### src/core/adc_port_pkg.sv
// Package with constants and types of the converter read and convert port.
`default_nettype none
package adc_port_pkg;
   localparam int          RESULT_WIDTH   = 12;
   localparam int          FIFO_DEPTH     = 8;
   localparam int          CONV_TIME_NS   = 1000;
   localparam int          CLK_PERIOD_NS  = 25;
   localparam int          CONV_CYCLES    = (CONV_TIME_NS + CLK_PERIOD_NS - 1) / CLK_PERIOD_NS;
   localparam logic [11:0] RESULT_RESET   = 12'h000;
   localparam logic [11:0] CODE_POS_FULL  = 12'h7FF;
   localparam logic [11:0] CODE_NEG_FULL  = 12'h800;
   localparam logic [5:0]  CONV_LAST      = 6'(CONV_CYCLES - 1);

   typedef logic [RESULT_WIDTH-1:0] result_t;

   typedef struct packed {
      logic    drive_en;
      result_t value;
   } result_bus_s;

   typedef enum logic [1:0] {
      ST_IDLE = 2'b01,
      ST_CONV = 2'b10
   } conv_state_e;
endpackage
`default_nettype wire

### src/core/adc_port.sv
// Conversion control and three-state parallel result port of the converter.
`default_nettype none
module adc_port
   import adc_port_pkg::*;
(
   input  wire logic                  clk_in,
   input  wire logic                  rst_n_in,
   input  wire logic                  cs_n_in,
   input  wire logic                  rd_conv_in,
   input  wire logic                  sample_valid_in,
   output logic                       sample_ready_out,
   input  wire adc_port_pkg::result_t sample_in,
   output logic                       sample_hold_out,
   output logic                       busy_n_out,
   output adc_port_pkg::result_t      result_bus_out,
   output logic                       result_bus_oe_out
);
   import adc_port_pkg::*;

   // Digitised codes arrive on the sample stream already in two's complement.
   logic        fifo_valid;
   logic        fifo_pop;
   result_t     fifo_data;

   sample_fifo #(
      .WIDTH (RESULT_WIDTH),
      .DEPTH (FIFO_DEPTH)
   ) u_fifo (
      .clk_in        (clk_in),
      .rst_n_in      (rst_n_in),
      .in_valid_in   (sample_valid_in),
      .in_ready_out  (sample_ready_out),
      .in_data_in    (sample_in),
      .out_valid_out (fifo_valid),
      .out_ready_in  (fifo_pop),
      .out_data_out  (fifo_data)
   );

   conv_state_e state;
   conv_state_e next_state;
   logic [5:0]  cnt;
   logic [5:0]  next_cnt;
   logic        cs_q;
   logic        rc_q;
   result_bus_s bus;
   result_bus_s next_bus;
   logic        next_busy_n;
   logic        next_hold;
   logic        start_req;
   logic        done;

   always_comb begin
      // Both strobes are OR'd: a start is either edge with the other low.
      start_req = (cs_q && !cs_n_in && !rd_conv_in)
               || (rc_q && !rd_conv_in && !cs_n_in);
      done = (state == ST_CONV) && (cnt == CONV_LAST) && fifo_valid;
      next_state = state;
      next_cnt = cnt;
      next_busy_n = busy_n_out;
      next_hold = sample_hold_out;
      next_bus.value = bus.value;
      fifo_pop = 1'b0;
      unique case (state)
         ST_IDLE: begin
            if (start_req) begin
               next_state = ST_CONV;
               next_cnt = '0;
               next_busy_n = 1'b0;
               next_hold = 1'b1;
            end
         end
         ST_CONV: begin
            // Further starts are not looked at while converting.
            if (cnt != CONV_LAST) begin
               next_cnt = cnt + 6'h01;
            end
            if (done) begin
               fifo_pop = 1'b1;
               next_bus.value = fifo_data;
               next_state = ST_IDLE;
               next_busy_n = 1'b1;
               next_hold = 1'b0;
            end
         end
      endcase
      // Drivers follow the levels, so edges enable them naturally.
      next_bus.drive_en = !cs_n_in && rd_conv_in && (next_state == ST_IDLE)
                       && !start_req;
   end

   always_ff @(posedge clk_in) begin
      if (!rst_n_in) begin
         state <= ST_IDLE;
         cnt <= '0;
         cs_q <= 1'b1;
         rc_q <= 1'b1;
         busy_n_out <= 1'b1;
         sample_hold_out <= 1'b0;
         bus <= '{drive_en: 1'b0, value: RESULT_RESET};
      end else begin
         state <= next_state;
         cnt <= next_cnt;
         cs_q <= cs_n_in;
         rc_q <= rd_conv_in;
         busy_n_out <= next_busy_n;
         sample_hold_out <= next_hold;
         bus <= next_bus;
      end
   end

   assign result_bus_out = bus.value;
   assign result_bus_oe_out = bus.drive_en;

   chk_busy_on_start: assert property (@(posedge clk_in) disable iff (!rst_n_in)
      (state == ST_IDLE && start_req) |=> !busy_n_out) else $error("busy not low");
   chk_hiz_converting: assert property (@(posedge clk_in) disable iff (!rst_n_in)
      !busy_n_out |-> !result_bus_oe_out) else $error("bus driven while busy");
   chk_hiz_select: assert property (@(posedge clk_in) disable iff (!rst_n_in)
      $past(cs_n_in) |-> !result_bus_oe_out) else $error("bus driven unselected");
   chk_hiz_convmode: assert property (@(posedge clk_in) disable iff (!rst_n_in)
      !$past(rd_conv_in) |-> !result_bus_oe_out) else $error("bus driven in convert");
   chk_rc_start: assert property (@(posedge clk_in) disable iff (!rst_n_in)
      (busy_n_out && !cs_n_in && rc_q && !rd_conv_in) |=> sample_hold_out)
      else $error("rd/conv edge no start");
   chk_cs_start: assert property (@(posedge clk_in) disable iff (!rst_n_in)
      (busy_n_out && !rd_conv_in && cs_q && !cs_n_in) |=> !busy_n_out)
      else $error("select edge no start");
   chk_read_enable: assert property (@(posedge clk_in) disable iff (!rst_n_in)
      (busy_n_out && state == ST_IDLE && !cs_n_in && rd_conv_in) |=> result_bus_oe_out)
      else $error("read not enabled");
   chk_data_at_busy: assert property (@(posedge clk_in) disable iff (!rst_n_in)
      (!cs_n_in && rd_conv_in && done) |=> (result_bus_oe_out && busy_n_out
      && result_bus_out == $past(fifo_data))) else $error("data not valid at busy rise");
   chk_no_restart: assert property (@(posedge clk_in) disable iff (!rst_n_in)
      (state == ST_CONV && !done) |=> cnt == $past(cnt) + 6'h01 || cnt == CONV_LAST)
      else $error("conversion restarted");
   chk_min_conv: assert property (@(posedge clk_in) disable iff (!rst_n_in)
      $fell(busy_n_out) |-> !busy_n_out[*8]) else $error("conversion too short");
endmodule
`default_nettype wire

### src/core/sample_fifo.sv
// Parameterised flip-flop FIFO with valid and ready on both sides.
`default_nettype none
module sample_fifo #(
   parameter int WIDTH = 12,
   parameter int DEPTH = 8
) (
   input  wire logic             clk_in,
   input  wire logic             rst_n_in,
   input  wire logic             in_valid_in,
   output logic                  in_ready_out,
   input  wire logic [WIDTH-1:0] in_data_in,
   output logic                  out_valid_out,
   input  wire logic             out_ready_in,
   output logic      [WIDTH-1:0] out_data_out
);
   localparam int AW = $clog2(DEPTH);
   logic [WIDTH-1:0] mem [DEPTH];
   logic [AW-1:0]    wr_ptr;
   logic [AW-1:0]    rd_ptr;
   logic [AW:0]      count;
   logic [AW-1:0]    next_wr_ptr;
   logic [AW-1:0]    next_rd_ptr;
   logic [AW:0]      next_count;
   logic             push;
   logic             pop;

   always_comb begin
      push = in_valid_in && (count != (AW+1)'(DEPTH));
      pop = out_ready_in && (count != '0);
      next_wr_ptr = push ? ((wr_ptr == AW'(DEPTH-1)) ? '0 : wr_ptr + 1'b1) : wr_ptr;
      next_rd_ptr = pop ? ((rd_ptr == AW'(DEPTH-1)) ? '0 : rd_ptr + 1'b1) : rd_ptr;
      next_count = count + (AW+1)'(push) - (AW+1)'(pop);
   end

   always_ff @(posedge clk_in) begin
      if (!rst_n_in) begin
         wr_ptr <= '0;
         rd_ptr <= '0;
         count <= '0;
      end else begin
         wr_ptr <= next_wr_ptr;
         rd_ptr <= next_rd_ptr;
         count <= next_count;
      end
   end

   always_ff @(posedge clk_in) begin
      if (push) begin
         mem[wr_ptr] <= in_data_in;
      end
   end

   assign in_ready_out = (count != (AW+1)'(DEPTH));
   assign out_valid_out = (count != '0);
   assign out_data_out = mem[rd_ptr];
endmodule
`default_nettype wire

### config.mk
export PLATFORM = sky130hd
export DESIGN_NAME = adc_port
export DESIGN_NICKNAME = d
export VERILOG_FILES = /design/src/core/adc_port_pkg.sv /design/src/core/adc_port.sv /design/src/core/sample_fifo.sv
export SDC_FILE = /design/constraint.sdc
export NUM_CORES = 1
export LEC_CHECK = 0
export BUFFER_PORTS_ARGS = -buffer_cell sky130_fd_sc_hd__buf_2
export CAP_MARGIN = 25
export CORE_MARGIN = 4
export CORE_UTILIZATION = 60
export CTS_CLUSTER_SIZE = 25
export DETAILED_ROUTE_END_ITERATION = 8
export GPL_TIMING_DRIVEN = 0
export PLACE_DENSITY = 0.87
export SLEW_MARGIN = 25
export SYNTH_ARGS = -nofsm -noshare
export SYNTH_HDL_FRONTEND = slang
export SYNTH_SLANG_ARGS = --single-unit
### constraint.sdc
create_clock -name clk_in -period 3 [get_ports clk_in]
set_input_delay 0.15 -clock clk_in [delete_from_list [all_inputs] [get_ports clk_in]]
set_output_delay 0.15 -clock clk_in [all_outputs]
set_load 0.03 [all_outputs]
==> results.sh <==
export IMPL_outcome="complete, no violations"
export IMPL_start_util_pct=62.3
export IMPL_drtIter0Drc=175
export IMPL_hold_class="primary input to flop"
export IMPL_grt_overflow=0
export IMPL_grtUsageMet2_pct=39.6
export IMPL_die_w_um=101
export IMPL_insertion_delay_ns=0.52
export IMPL_cts_root_buf="clkbuf_8"
export IMPL_path_delay_family="adder cells"
export IMPL_gp_congestion=0.796
export IMPL_ant_nets=0
export IMPL_synthMuxAreaShare_pct=13.8
export IMPL_synth_cells=314
export IMPL_holdWs_ns=0.0410
export IMPL_drc=0
export IMPL_cts_buffers=17
export IMPL_critPathBufInv=3
export IMPL_yosysMostFrequentCell="edfxtp_1"
export IMPL_io_pins=33
export IMPL_fmax_ghz=0.362
export IMPL_path_class="flop to flop"
export IMPL_drive_gt1_share_pct=28.1
export IMPL_ys_seq_area_share_pct=69.0
export IMPL_grt_pass1_wl_mm=16.9
export IMPL_critPathSlowestCell="dfxtp_1"
export IMPL_drtPass1Iterations=4
export IMPL_viasPerCell=5.95
export IMPL_powerDensity_nw_per_um2=693
export IMPL_avgRoutedWirePerCell_um=21.0
export IMPL_grt_busiest_layer="met2"
export IMPL_cts_tree="built"
export IMPL_drv_slew=0
export IMPL_seq_area_um2=3580
export IMPL_area_growth_pct=21.3
export IMPL_multi_input_area_um2=1500
export IMPL_yosysTopAreaCell="edfxtp_1"
export IMPL_die_h_um=101
export IMPL_ys_flop_type="edfxtp_1"
export IMPL_synth_top_area_share_pct=55.5
export IMPL_grt_total_usage_pct=22.9
export IMPL_clock_sinks=131
export IMPL_final_setup_viol_count=0
export IMPL_max_clock_path_buffers=2
export IMPL_n_antenna_cell=0
export IMPL_met1_usage_pct=27.5
export IMPL_dieArea_um2=10200
export IMPL_ys_seq_elements=131
export IMPL_path_max_fanout=10
export IMPL_io_buffers=32
export IMPL_ys_types=44
export IMPL_synthAdderAreaFrac_pct=3.03
export IMPL_endpoint_kind="flop"
export IMPL_synthTopCellsByCount="edfxtp_1 (96), dfxtp_1 (35), a21oi_1 (21)"
export IMPL_synth_area_per_cell_um2=16.5
export IMPL_syn_num_nets=343
export IMPL_hold_viol_final=0
export IMPL_finalCoreUtilization_pct=75.6
export IMPL_worstPathArrival_ns=3.17
export IMPL_gr_usage_met3_pct=5.95
export IMPL_htree_levels=4
export IMPL_async_reset_ff_share_pct=0
export IMPL_yosysWarnings=0
export IMPL_tightest_slew_ns=0.855
export IMPL_fillCellCount=483
export IMPL_cpPeakStageDelay_ns=0.39
export IMPL_row_count=33
export IMPL_dpl_hpwl_mm=6.59
export IMPL_synth_simple_area_share_pct=5.68
export IMPL_final_nets=416
export IMPL_path_cells="ha_1 > nand3b_1 > nor3_2 > buf_6 > buf_2 > ha_1 > inv_1 > ha_1 > a21o_1 > a21oi_1 > xnor2_1 > nor2_1"
export IMPL_post_cts_buffers=0
export IMPL_synth_compound_area_share_pct=5.47
export IMPL_yosys_top_cells_area="edfxtp_1 (55%), dfxtp_1 (13%), mux4_2 (8.7%)"
export IMPL_antenna_found_initial=0
export IMPL_grt_start_max_net_pins=17
export IMPL_routed_wl_mm=10.6
export IMPL_finalCritPeriodShare_pct=92.1
export IMPL_clkTransAtPathRegs_ns=0.06
export IMPL_synth_top_family_by_area="multiplexers"
export IMPL_cp_start_kind="flop"
export IMPL_path_common_cell="ha_1"
export IMPL_slew_headroom_pct=42.9
export IMPL_synth_xor_area_share_pct=0.337
export IMPL_grt_pass1_vias=3142
export IMPL_rsz0062_at_grt="false"
export IMPL_fin_worst_skew_ns=0.00616
export IMPL_synth_cell_area_um2=5200
export IMPL_leakage_nw=2.23
export IMPL_vias=3001
export IMPL_core_area_um2=8340
export IMPL_fin_crit_ns=2.76
export IMPL_irDropWorstVdd_v=0.000635
export IMPL_max_cap_viol_count=0
export IMPL_synth_edff_count=96
export IMPL_cp_required_ns=3.41
## placed cells by master, fill, tap and decap left out, types with 2 or more instances in the layout
cell / n
nand3b_1: 2
or3_1: 2
nand2b_1: 5
buf_4: 2
clkbuf_1: 2
buf_6: 7
buf_2: 38
nor2_1: 10
a21o_1: 4
inv_1: 10
nor2_2: 3
inv_6: 3
mux4_2: 20
o22a_1: 2
dfxtp_1: 35
bufinv_16: 2
clkinv_4: 2
edfxtp_1: 96
dlygate4sd3_1: 16
mux2i_1: 16
mux4_1: 4
nand3_1: 4
nor3b_1: 2
nand2_1: 14
clkinvlp_4: 4
nor3_2: 5
a21oi_1: 21
o21ai_0: 15
clkinv_1: 2
clkbuf_16: 16
ha_1: 11
## final timing paths
| check | to | from | cells after the start | slack (ns) |
|---|---|---|---|---|
| hold / removal | u_fifo.wr_ptr[2]$_SDFFE_PN0P_ | sample_valid_in | 4 | 0.04 |
| hold reg to reg | busy_n_out$_SDFFE_PN1P_ | busy_n_out$_SDFFE_PN1P_ | 1 | 0.45 |
| setup reg to reg | u_fifo.count[3]$_SDFF_PN0_ | cnt[0]$_SDFFE_PN0P_ | 12 | 0.24 |
| setup / recovery | u_fifo.count[3]$_SDFF_PN0_ | cnt[0]$_SDFFE_PN0P_ | 12 | 0.24 |
## sequential cells by signal, summed over array words and instances (netlist names)
signal	flops
state	2
sample_hold_out	1
u_fifo.mem	96
cnt	6
result_bus_out	12
busy_n_out	1
cs_q	1
u_fifo.count	4
u_fifo.wr_ptr	3
result_bus_oe_out	1
u_fifo.rd_ptr	3
rc_q	1
## timing repair
item                                   in CTS  in global routing
gates resized for setup                     0                  0
setup endpoints to repair                   0                  0
endpoints found under the hold margin     101                  0
hold buffers                               16                  0
## report_power, final
group / internal [W] / switching (W)
sequential: 0.00203 / 0.0000364
clock: 0.00119 / 0.000796
combinational: 0.000137 / 0.000187
## per-stage QoR
stage               cells  instance area [um^2]  total power [W]  setup TNS [ns]  worst slack (ns)
finish                504                  6300          0.00437               0             0.237
floorplan             314                  5200          0.00229               0             0.416
CTS                   504                  6300          0.00439               0             0.241
global route          504                  6300          0.00451               0            0.0295
detailed placement    457                  5580          0.00241               0             0.239
global placement      451                  5490          0.00237           -6.45            -0.454
## worst min-delay path, delay by kind of cell
kind	cells	cell delay (ns)
simple gates	2	0.23
buf+inv	1	0.08
compound gates	1	0.06
## cell type report
type	count	area share, %
repair buffers	54	5.93
multi-input cells	159	23.9
plain buffers	13	1.61
flip-flops and latches	131	56.8
clock inverters	14	2.44
well taps	105	2.08
clock buffers	17	6.57
inverters	11	0.655
## layer usage
metal  vias up  share of wire, %
met4         0               1.9
met5         -                 0
met2        87                54
li1       1366                 -
met1      1531                38
met3        17               5.4
## cell families after synthesis
kind of cell,Yosys count
mux,40
xor+xnor,2
flops,131
simple gates,57
fa+ha+maj,12
compound gates,48
buf+inv,24
Power figures use the tool's default switching activity.
